[src/hw/mrl_defines.svh]
`ifndef MRL_DEFINES_SVH
`define MRL_DEFINES_SVH
// Functional notes
// - Read commands are ignored until an access code arrives since reset or exit.
// - Target field is one-hot per die; bit 0 selects die 0.
// - Response line is only pulled low; external pull-up gives high level.
// - Response: sync 00, die ID, four flags, 16 data bits, 3-bit CRC.
// - Die ID in the response is binary coded, 00 to 11.
// - Broadcast flag is one when the read had an all-zero target field.
// - Wrong bit lengths discard the frame and latch abort flag until next response.
// - A command completed during a response latches overrun until next response.
// - A command failing CRC latches checksum flag until next response.
// - Even address returns even byte in 15:8 and odd byte in 7:0.
// - Odd address returns odd byte in 7:0 with upper byte zero.
// - Response starts within a quarter bit of the command's last bit end.
// - CRC covers all bits after the two sync bits and ends each frame.
// - CRC x^3+x+1, preset 111, MSB first, sent C2 C1 C0.
// - At power-up nonvolatile words are copied into shadow registers used for operation.
// - Extended writes may overwrite shadow registers without touching nonvolatile copy.
// - Shadow registers sit 0x40 above their nonvolatile words, same layout.
// - Bits unused in the nonvolatile word are absent in shadow and read 0.
// - Shadow registers keep data bits only, no correction check bits.
// - Shadow writes obey the same lock restrictions as nonvolatile writes.
// - All shadow and nonvolatile registers are readable without unlocking; extended reads below 0x40 return 0.
// - Access code: write, any target, address 111111, data 0x62D2; enters mode.
// - Write to address 111111 with other data exits the mode on every die.

`define MRL_CRC_PRESET 3'h7
`define MRL_READ_LEN 5'h0E
`define MRL_WRITE_LEN 5'h1E
`define MRL_CRC_LEN 5'h03
`define MRL_RESP_LEN 5'h1B
`define MRL_RESP_PAYLOAD 22
`define MRL_MODE_ADDR 6'h3F
`define MRL_ACCESS_DATA 16'h62D2
`define MRL_SHADOW_OFS 8'h40
`define MRL_LOCK_ALL 4'h3
`define MRL_MIN_PERIOD 16'h000C
`endif

[src/hw/mrl_pkg.sv]
package mrl_pkg;
  typedef enum logic [1:0] {RX_IDLE, RX_SYNC, RX_BITS} rx_state_e;
  typedef enum logic [1:0] {TX_IDLE, TX_FETCH, TX_SEND} tx_state_e;
  typedef enum logic [1:0] {SH_LOAD, SH_READY, SH_WRITE} sh_state_e;

  // Decoded command fields
  typedef struct packed {
    logic rw;
    logic [3:0] target;
    logic [5:0] addr;
    logic [15:0] data;
  } cmd_s;

  // Return status of one response
  typedef struct packed {
    logic [1:0] die_id;
    logic broadcast_flag;
    logic abort_error_flag;
    logic overrun_flag;
    logic checksum_flag;
  } status_s;

  // Extended access request
  typedef struct packed {
    logic [7:0] addr;
    logic [31:0] data;
  } ext_req_s;

  // Nonvolatile word as delivered by the array
  typedef struct packed {
    logic [6:0] ecc;
    logic [31:0] used;
    logic [31:0] data;
  } nv_word_s;
endpackage

[src/hw/mrl_shadow_ram.sv]
`timescale 1ns/1ps
module mrl_shadow_ram #(
  parameter int AW = 6,
  parameter int DW = 64
) (
  input wire logic i_mclk,
  input wire logic i_we,
  input wire logic [AW-1:0] i_waddr,
  input wire logic [DW-1:0] i_wdata,
  input wire logic [AW-1:0] i_raddr,
  output logic [DW-1:0] o_rdata
);
  logic [DW-1:0] mem [0:(1<<AW)-1];

  // Write port and registered read port
  always_ff @(posedge i_mclk) begin
    if (i_we) begin
      mem[i_waddr] <= i_wdata;
    end
    o_rdata <= mem[i_raddr];
  end
endmodule

[src/hw/mrl_link.sv]
`timescale 1ns/1ps
`include "mrl_defines.svh"
module mrl_link import mrl_pkg::*; #(
  parameter int CW = 16,
  parameter int DEPTH = 64
) (
  input wire logic i_mclk,
  input wire logic i_srst,
  input wire logic i_cmd_line,
  input wire logic [1:0] i_die_sel,
  output logic o_link_out,
  output logic o_link_oe,
  output logic o_manch_on,
  output logic o_reg_rd,
  output logic [5:0] o_reg_addr,
  input wire logic [15:0] i_reg_word,
  output logic [5:0] o_nv_addr,
  input wire nv_word_s i_nv_word,
  output logic o_shadow_ready,
  input wire logic [3:0] i_lock_field,
  input wire logic i_ext_wr,
  input wire logic i_ext_rd,
  input wire ext_req_s i_ext_req,
  output logic o_ext_busy,
  output logic o_ext_wdone,
  output logic o_ext_werr,
  output logic o_ext_rvalid,
  output logic [31:0] o_ext_rdata
);
  localparam int AW = $clog2(DEPTH);

  // One CRC step, MSB-first input
  function automatic logic [2:0] crc_step(input logic [2:0] c, input logic b);
    logic c0;
    c0 = c[2] ^ b;
    crc_step = {c[1], c0 ^ c[0], c0};
  endfunction

  // CRC over a full response payload
  function automatic logic [2:0] crc_payload(input logic [`MRL_RESP_PAYLOAD-1:0] p);
    logic [2:0] c;
    c = `MRL_CRC_PRESET;
    for (int i = `MRL_RESP_PAYLOAD - 1; i >= 0; i--) begin
      c = crc_step(c, p[i]);
    end
    crc_payload = c;
  endfunction

  // ---------------- Receiver ----------------
  rx_state_e rx_state, next_rx_state;
  logic [CW-1:0] cnt, next_cnt;
  logic [CW-1:0] period, next_period;
  logic [CW-1:0] qtr, next_qtr;
  logic h1, next_h1;
  logic [4:0] nbits, next_nbits;
  logic [29:0] shift, next_shift;
  logic [2:0] crc, next_crc;
  logic line_q;
  logic rx_done, rx_ok, rx_abort;
  cmd_s rx_cmd;

  // Bit recovery, length and CRC check
  always_comb begin
    logic [4:0] len;
    logic bit_v;
    len = 5'h00;
    bit_v = i_cmd_line;
    next_rx_state = rx_state;
    next_cnt = cnt;
    next_period = period;
    next_qtr = qtr;
    next_h1 = h1;
    next_nbits = nbits;
    next_shift = shift;
    next_crc = crc;
    rx_done = 1'b0;
    rx_ok = 1'b0;
    rx_abort = 1'b0;
    rx_cmd = '0;
    unique case (rx_state)
      RX_IDLE: begin
        if (line_q && !i_cmd_line) begin
          next_rx_state = RX_SYNC;
          next_cnt = '0;
        end
      end
      RX_SYNC: begin
        next_cnt = cnt + 1'b1;
        if (line_q && !i_cmd_line) begin
          if (cnt + 1'b1 >= `MRL_MIN_PERIOD) begin
            next_period = cnt + 1'b1;
            next_qtr = (cnt + 1'b1) >> 2;
            next_rx_state = RX_BITS;
          end else begin
            next_rx_state = RX_IDLE;
          end
          next_cnt = '0;
          next_nbits = '0;
          next_shift = '0;
          next_crc = `MRL_CRC_PRESET;
        end else if (&cnt) begin
          next_rx_state = RX_IDLE;
        end
      end
      RX_BITS: begin
        next_cnt = cnt + 1'b1;
        if (cnt == period - qtr) begin
          next_h1 = i_cmd_line;
        end
        if (cnt == period + qtr) begin
          next_cnt = qtr + 1'b1;
          // Frame length from the read/write bit, now nbits-1 places up the shifter
          len = ((nbits == 5'h00) ? bit_v : shift[nbits - 5'h01]) ? `MRL_READ_LEN : `MRL_WRITE_LEN;
          if (h1 == bit_v) begin
            rx_abort = 1'b1;
            next_rx_state = RX_IDLE;
          end else begin
            next_shift = {shift[28:0], bit_v};
            next_nbits = nbits + 1'b1;
            // sync excluded, CRC bits not fed
            if (nbits < len - `MRL_CRC_LEN) begin
              next_crc = crc_step(crc, bit_v);
            end
            if (nbits + 1'b1 == len) begin
              rx_done = 1'b1;
              next_rx_state = RX_IDLE;
              if (len == `MRL_READ_LEN) begin
                rx_cmd = {next_shift[13:3], 16'h0000};
              end else begin
                rx_cmd = next_shift[29:3];
              end
              rx_ok = (crc == next_shift[2:0]);
            end
          end
        end
      end
      default: next_rx_state = RX_IDLE;
    endcase
  end

  // Receiver registers
  always_ff @(posedge i_mclk) begin
    if (i_srst) begin
      rx_state <= RX_IDLE;
      cnt <= '0;
      period <= '0;
      qtr <= '0;
      h1 <= 1'b0;
      nbits <= '0;
      shift <= '0;
      crc <= `MRL_CRC_PRESET;
      line_q <= 1'b1;
    end else begin
      rx_state <= next_rx_state;
      cnt <= next_cnt;
      period <= next_period;
      qtr <= next_qtr;
      h1 <= next_h1;
      nbits <= next_nbits;
      shift <= next_shift;
      crc <= next_crc;
      line_q <= i_cmd_line;
    end
  end

  // ---------------- Mode and flags ----------------
  tx_state_e tx_state, next_tx_state;
  logic manch_on, next_manch_on;
  logic ae, next_ae, ovr, next_ovr, cs, next_cs;
  logic tx_load, accept, tx_busy, target_hit;

  assign tx_busy = (tx_state != TX_IDLE);
  // one-hot target, zero means all dies
  assign target_hit = (rx_cmd.target == 4'h0) || rx_cmd.target[i_die_sel];
  assign accept = rx_done && rx_ok && manch_on && rx_cmd.rw && !tx_busy && target_hit;

  // Sticky flags: set wins over clear at load
  always_comb begin
    next_manch_on = manch_on;
    if (rx_done && rx_ok && !rx_cmd.rw && rx_cmd.addr == `MRL_MODE_ADDR) begin
      next_manch_on = (rx_cmd.data == `MRL_ACCESS_DATA);
    end
    next_ae = (ae && !tx_load) || (rx_abort && manch_on);
    next_ovr = (ovr && !tx_load) || (rx_done && rx_ok && manch_on && tx_busy);
    next_cs = (cs && !tx_load) || (rx_done && !rx_ok && manch_on);
  end

  // Mode and flag registers
  always_ff @(posedge i_mclk) begin
    if (i_srst) begin
      manch_on <= 1'b0;
      ae <= 1'b0;
      ovr <= 1'b0;
      cs <= 1'b0;
      o_manch_on <= 1'b0;
    end else begin
      manch_on <= next_manch_on;
      ae <= next_ae;
      ovr <= next_ovr;
      cs <= next_cs;
      o_manch_on <= next_manch_on;
    end
  end

  // ---------------- Transmitter ----------------
  logic [26:0] tx_shift, next_tx_shift;
  logic [4:0] tx_left, next_tx_left;
  logic tx_half, next_tx_half;
  logic [CW-1:0] tx_tim, next_tx_tim, half_per, next_half_per;
  logic bc, next_bc, rd_odd, next_rd_odd;
  logic next_oe, next_reg_rd;
  logic [5:0] next_reg_addr;

  // Response framing and Manchester drive
  always_comb begin
    logic [15:0] data;
    status_s st;
    logic [`MRL_RESP_PAYLOAD-1:0] pay;
    data = 16'h0000;
    st = '0;
    pay = '0;
    next_tx_state = tx_state;
    next_tx_shift = tx_shift;
    next_tx_left = tx_left;
    next_tx_half = tx_half;
    next_tx_tim = tx_tim;
    next_half_per = half_per;
    next_bc = bc;
    next_rd_odd = rd_odd;
    next_oe = o_link_oe;
    next_reg_rd = 1'b0;
    next_reg_addr = o_reg_addr;
    tx_load = 1'b0;
    unique case (tx_state)
      TX_IDLE: begin
        if (accept) begin
          next_reg_addr = {rx_cmd.addr[5:1], 1'b0};
          next_rd_odd = rx_cmd.addr[0];
          next_bc = (rx_cmd.target == 4'h0);
          next_reg_rd = 1'b1;
          next_half_per = period >> 1;
          next_tx_state = TX_FETCH;
        end
      end
      TX_FETCH: begin
        data = rd_odd ? {8'h00, i_reg_word[7:0]} : i_reg_word;
        st = {i_die_sel, bc, ae, ovr, cs};
        pay = {st, data};
        next_tx_shift = {2'b00, pay, crc_payload(pay)};
        next_tx_left = `MRL_RESP_LEN;
        next_tx_half = 1'b0;
        next_tx_tim = '0;
        tx_load = 1'b1;
        // drive low only, first half is inverse bit
        next_oe = 1'b0;
        next_tx_state = TX_SEND;
      end
      TX_SEND: begin
        next_tx_tim = tx_tim + 1'b1;
        if (tx_tim + 1'b1 >= half_per) begin
          next_tx_tim = '0;
          if (!tx_half) begin
            next_tx_half = 1'b1;
            next_oe = !tx_shift[26];
          end else if (tx_left == 5'h01) begin
            next_oe = 1'b0;
            next_tx_state = TX_IDLE;
          end else begin
            next_tx_half = 1'b0;
            next_tx_shift = {tx_shift[25:0], 1'b0};
            next_tx_left = tx_left - 1'b1;
            next_oe = tx_shift[25];
          end
        end
      end
      default: next_tx_state = TX_IDLE;
    endcase
  end

  // Transmitter registers
  always_ff @(posedge i_mclk) begin
    if (i_srst) begin
      tx_state <= TX_IDLE;
      tx_shift <= '0;
      tx_left <= '0;
      tx_half <= 1'b0;
      tx_tim <= '0;
      half_per <= '0;
      bc <= 1'b0;
      rd_odd <= 1'b0;
      o_link_oe <= 1'b0;
      o_link_out <= 1'b0;
      o_reg_rd <= 1'b0;
      o_reg_addr <= 6'h00;
    end else begin
      tx_state <= next_tx_state;
      tx_shift <= next_tx_shift;
      tx_left <= next_tx_left;
      tx_half <= next_tx_half;
      tx_tim <= next_tx_tim;
      half_per <= next_half_per;
      bc <= next_bc;
      rd_odd <= next_rd_odd;
      o_link_oe <= next_oe;
      o_link_out <= 1'b0;
      o_reg_rd <= next_reg_rd;
      o_reg_addr <= next_reg_addr;
    end
  end

  // ---------------- Shadow registers ----------------
  sh_state_e sh_state, next_sh_state;
  logic [AW:0] ld_cnt, next_ld_cnt;
  logic ld_req, next_ld_req;
  logic [5:0] next_nv_addr;
  logic [AW-1:0] wr_idx, next_wr_idx;
  logic [31:0] wr_data, next_wr_data;
  logic rd_pend, next_rd_pend, rd_hit, next_rd_hit;
  logic next_busy, next_wdone, next_werr, next_rvalid;
  logic [31:0] next_rdata;
  logic mem_we;
  logic [AW-1:0] mem_waddr, mem_raddr;
  logic [63:0] mem_wdata, mem_rdata;
  logic [7:0] ext_off;
  logic ext_hit;

  assign ext_off = i_ext_req.addr - `MRL_SHADOW_OFS;
  assign ext_hit = (i_ext_req.addr >= `MRL_SHADOW_OFS) && ({1'b0, ext_off} < 9'(DEPTH));

  // Load, write and read sequencing
  always_comb begin
    next_sh_state = sh_state;
    next_ld_cnt = ld_cnt;
    next_ld_req = 1'b0;
    next_nv_addr = o_nv_addr;
    next_wr_idx = wr_idx;
    next_wr_data = wr_data;
    next_rd_pend = 1'b0;
    next_rd_hit = rd_hit;
    next_wdone = 1'b0;
    next_werr = 1'b0;
    next_rvalid = rd_pend;
    next_rdata = o_ext_rdata;
    mem_we = 1'b0;
    mem_waddr = o_nv_addr[AW-1:0];
    mem_wdata = {i_nv_word.used, i_nv_word.data & i_nv_word.used};
    mem_raddr = ext_off[AW-1:0];
    if (rd_pend) begin
      next_rdata = rd_hit ? mem_rdata[31:0] : 32'h0000_0000;
    end
    unique case (sh_state)
      SH_LOAD: begin
        mem_we = ld_req;
        if (ld_cnt < (AW+1)'(DEPTH)) begin
          next_nv_addr = 6'(ld_cnt);
          next_ld_cnt = ld_cnt + 1'b1;
          next_ld_req = 1'b1;
        end else if (!ld_req) begin
          next_sh_state = SH_READY;
        end
      end
      SH_READY: begin
        if (i_ext_wr) begin
          next_wdone = !ext_hit || i_lock_field == `MRL_LOCK_ALL;
          next_werr = next_wdone;
          if (ext_hit && i_lock_field != `MRL_LOCK_ALL) begin
            next_wr_idx = ext_off[AW-1:0];
            next_wr_data = i_ext_req.data;
            next_sh_state = SH_WRITE;
          end
        end else if (i_ext_rd) begin
          next_rd_pend = 1'b1;
          next_rd_hit = ext_hit;
        end
      end
      SH_WRITE: begin
        mem_we = 1'b1;
        mem_waddr = wr_idx;
        mem_wdata = {mem_rdata[63:32], wr_data & mem_rdata[63:32]};
        next_wdone = 1'b1;
        next_sh_state = SH_READY;
      end
      default: next_sh_state = SH_LOAD;
    endcase
    next_busy = (next_sh_state != SH_READY);
  end

  // Shadow control registers
  always_ff @(posedge i_mclk) begin
    if (i_srst) begin
      sh_state <= SH_LOAD;
      ld_cnt <= '0;
      ld_req <= 1'b0;
      o_nv_addr <= 6'h00;
      wr_idx <= '0;
      wr_data <= 32'h0000_0000;
      rd_pend <= 1'b0;
      rd_hit <= 1'b0;
      o_ext_busy <= 1'b1;
      o_ext_wdone <= 1'b0;
      o_ext_werr <= 1'b0;
      o_ext_rvalid <= 1'b0;
      o_ext_rdata <= 32'h0000_0000;
      o_shadow_ready <= 1'b0;
    end else begin
      sh_state <= next_sh_state;
      ld_cnt <= next_ld_cnt;
      ld_req <= next_ld_req;
      o_nv_addr <= next_nv_addr;
      wr_idx <= next_wr_idx;
      wr_data <= next_wr_data;
      rd_pend <= next_rd_pend;
      rd_hit <= next_rd_hit;
      o_ext_busy <= next_busy;
      o_ext_wdone <= next_wdone;
      o_ext_werr <= next_werr;
      o_ext_rvalid <= next_rvalid;
      o_ext_rdata <= next_rdata;
      o_shadow_ready <= (next_sh_state != SH_LOAD);
    end
  end

  // Shadow storage: used mask over data
  mrl_shadow_ram #(
    .AW(AW),
    .DW(64)
  ) u_ram (
    .i_mclk(i_mclk),
    .i_we(mem_we),
    .i_waddr(mem_waddr),
    .i_wdata(mem_wdata),
    .i_raddr(mem_raddr),
    .o_rdata(mem_rdata)
  );
endmodule

[config.mk]
export PLATFORM = sky130hd
export DESIGN_NAME = mrl_link
export DESIGN_NICKNAME = d
export VERILOG_FILES = /design/src/hw/mrl_pkg.sv /design/src/hw/mrl_shadow_ram.sv /design/src/hw/mrl_link.sv
export VERILOG_INCLUDE_DIRS = /design/src /design/src/hw
export SDC_FILE = /design/constraint.sdc
export NUM_CORES = 2
export LEC_CHECK = 0
export ABC_AREA = 1
export BUFFER_PORTS_ARGS = -buffer_cell sky130_fd_sc_hd__buf_4
export CELL_PAD_IN_SITES_DETAIL_PLACEMENT = 1
export CELL_PAD_IN_SITES_GLOBAL_PLACEMENT = 1
export CORE_ASPECT_RATIO = 2
export CORE_MARGIN = 10
export CORE_UTILIZATION = 35
export CTS_CLUSTER_SIZE = 8
export DETAILED_ROUTE_END_ITERATION = 7
export PLACE_DENSITY_LB_ADDON = 0.15
export SLEW_MARGIN = 15
export SYNTH_ARGS = -nofsm -noshare
export SYNTH_HDL_FRONTEND = slang
export SYNTH_SLANG_ARGS = --single-unit
[constraint.sdc]
create_clock -name i_mclk -period 10.7 [get_ports i_mclk]
set_clock_uncertainty 0.05 [all_clocks]
set_input_delay 0.535 -clock i_mclk [delete_from_list [all_inputs] [get_ports i_mclk]]
set_output_delay 0.535 -clock i_mclk [all_outputs]
set_load 0.02 [all_outputs]
==> results.md <==
* Run status: finished, final reports clean
* Fin nets at 14513
* Hold/Removal Path Class: input port to register
* Reg clk slew, reported paths at 0.05 ns
* FMAX at 156.7 MHz
* Iteration-0 DRC Markers at 10601
* Final setup violation count at 0
* First-pass GRT wire length at 952700 µm
* Leakage at 65.34 nW
* Initial antenna violation count at 28
* Crit path launch type: register
* Seq/Total Area, Yosys at 73.74%
* Number of global-route vias before repair at 126794
* Measured slew at the worst slew-check pin at 1.205 ns
* Skew-Pair Late Insertion Delay at 1.06 ns
* Final ANT Viol Nets at 0
* Post-DP Area at 0.1850 mm²
* Synth top area share at 70.20%
* Pre-CTS setup slack at 4.269 ns
* XOR/XNOR share of the synthesized area at 0.5156%
* Final worst slack at 4.317 ns
* Synthesized instance count at 14106
* CP startpoint: sh_state[0]$_SDFF_PP0_
* Clock root cell: clkbuf_16
* Row count at 367
* Mux cell area share after synthesis at 0.005713%
* Final worst path period need at 6.383 ns
* GRT Overall Usage at 24.66%
* Worst Setup End Kind: register
* VDD IR max at 0.1804 mV
* Largest area contributor in the netlist: edfxtp_1
* Synth top cells by count: 4096 x edfxtp_1, 2942 x nor2_1, 2789 x o21ai_0, 1268 x o22ai_1, 948 x clkbuf_1
* Final hold slack at 0.2129 ns
* TNS Setup at 0 ns
* CP Max Fanout at 37
* Vias at 123382
* Max-cap violation count at 0
* CTS tree: done
* Design area at 0.2031 mm²
* Synth Area in Compound Gates at 14.10%
* Post-Synth Adder-Cell Area at 0.4870%
* Post-CTS setup repair buffer count at 0
* Area Overhead vs Synth at 15.90%
* Io pins at 191
* Initial Util at 35.10%
* Pwr dens at 198.5 mW/mm²
* Hold Violations, Final at 0
* FF+latch count, synth at 4406
* Routed length per instance at 32.23 µm
* # H-tree levels at 6
* Die Y at 1021 µm
* Top post-synthesis cells by area: edfxtp_1 70%, o21ai_0 8.0%, nor2_1 6.3%
* Synth Area in Simple Gates at 8.349%
* Final cycle utilization of the critical path at 59.65%
* Reg2reg start: sh_state[0]$_SDFF_PP0_
* Syn Area/Cell at 12.42 µm²
* RSZ-0062 raised after global routing: false
* Global placement routability congestion at 0.8096
* DRC at 0
* Core ar. at 0.4991 mm²
* 1st-pass router iterations at 5
* Reg2Reg Setup Slack at 4.32 ns
* Number of flops mapped to enable cells by yosys at 4096
* Crit path DAT at 6.99 ns
* DR vias/cell at 5.815
* CP Data Required Time at 11.30 ns
* DIE WIDTH at 520.3 µm
* Crit Path Category: register to register
* Largest family of logic cells by synthesized area: compound AO/OA/AOI/OAI gates
* Routed wire length at 683800 µm
* Syn Std Cell Area at 0.1752 mm²
* Die area at 0.5310 mm²
* CTS resizes at 0
* Synth Warn # at 0
* Top-count cell post-synth: edfxtp_1
* Max-slew violations at 0
* Port bufs at 181
* Post-synth top flop: edfxtp_1
* Total grt overflow at 0
* Layout cells sized above 1 at 9.654%
* Hold_sp: i_nv_word[41]
* Largest net degree at the start of global routing at 181
* Distinct cells, synth at 64
* Max clock buf depth at 4
* Clk sinks at 4406
* Max-slew headroom at 19.48%
* Detailed Place HPWL at 372600 µm
* TritonCTS Buffers at 621
* Async set or reset register ratio after synthesis at 0%
==> critical path, cell delays in order, from the launching register on <==
cell and delay [ns]:
dfxtp_1 0.34, inv_1 0.16, ha_4 0.22, buf_4 0.58, clkinv_2 0.53, nand2_1 0.61
nand3_1 0.77, nor2_4 1.11, buf_4 0.80, buf_4 0.57
==> metrics by stage <==
step / utilization, % / power (W) / instances
detailed placement: 37.07 / 0.02247 / 20262
floorplan: - / 0.02128 / 14107
finish: 40.68 / 0.04030 / 21218
global placement: 37.07 / 0.02243 / 20261
global route: 40.68 / 0.04152 / 21207
CTS: 40.67 / 0.04064 / 21206
==> final timing paths <==
path | to | cells past startpoint
worst min register to register | tx_shift[1]$_SDFFE_PP0P_ | 2
worst max register to register | u_ram.mem[53][12]$_DFFE_PP_ | 9
worst max-delay path | u_ram.mem[53][12]$_DFFE_PP_ | 9
worst min-delay path | u_ram.mem[3][41]$_DFFE_PP_ | 4
==> placed cells by master, fill, tap and decap left out, types with 32 or more instances in the layout <==
cell type      instances
a21oi_1              246
buf_12                36
buf_4                480
clkbuf_1             197
clkbuf_16            628
dfxtp_1              308
dlygate4sd3_1         65
edfxtp_1            4096
ha_1                  63
inv_1                247
nand2_1              505
nand3_1              183
nor2_1              2879
nor2_4                62
nor3_1                38
o21ai_0             2757
o21ai_4               32
o22ai_1             1268
o32ai_1               88
xor2_1                72
==> kinds of logic (layout without fill, tap and decap cells) <==
family / Yosys count / count (layout)
compound gates: 4487 / 4487
xor+xnor: 98 / 98
fa+ha+maj: 67 / 67
buf+inv: 1283 / 1740
flops: 4406 / 4406
mux: 1 / 1
other cells: 1 / 14
simple gates: 3763 / 3763
==> per-layer routing <==
metal  global-route usage [%]  wire, µm  vias to the layer above
li1                         -         -                    52416
met1                    29.50    265300                    65761
met2                    45.33    355000                     3902
met3                    2.578     33120                     1299
met4                    9.609     30330                        4
met5                        0        22                        -
==> registers in the layout (all words and copies together), names as in the netlist, 6 cells and up <==
name,cells
wr_data,32
cnt,16
half_per,15
tx_shift,27
u_ram.mem,4096
o_nv_addr,6
ld_cnt,7
u_ram.o_rdata,64
wr_idx,6
shift,30
period,16
o_ext_rdata,32
tx_tim,16
==> cell type report <==
cell class / instances / area [µm²]
Clock inverter: 54 / 832.0
Sequential cell: 4406 / 129200
Antenna cell: 12 / 30.03
Clock buffer: 825 / 16450
Fill cell: 51761 / 296100
Multi-Input combinational cell: 8418 / 42070
Tap cell: 6642 / 8310
Timing Repair Buffer: 588 / 5087
Inverter: 273 / 1076
==> power breakdown <==
| group | internal [W] | switching [W] | total, W |
|---|---|---|---|
| Combinational | 0.000790 | 0.00227 | 0.00306 |
| Clock | 0.0106 | 0.00752 | 0.0182 |
| Sequential | 0.0190 | 0.000101 | 0.0191 |
| Total | 0.0304 | 0.00989 | 0.0403 |
==> what timing repair did <==
| item | 4_1_cts | 5_1_grt |
|---|---|---|
| setup endpoints to repair | 0 | 0 |
| endpoints found under the hold margin | 103 | 0 |
| hold buffers | 65 | 0 |
No activity file was read; power rests on OpenSTA's default activity.
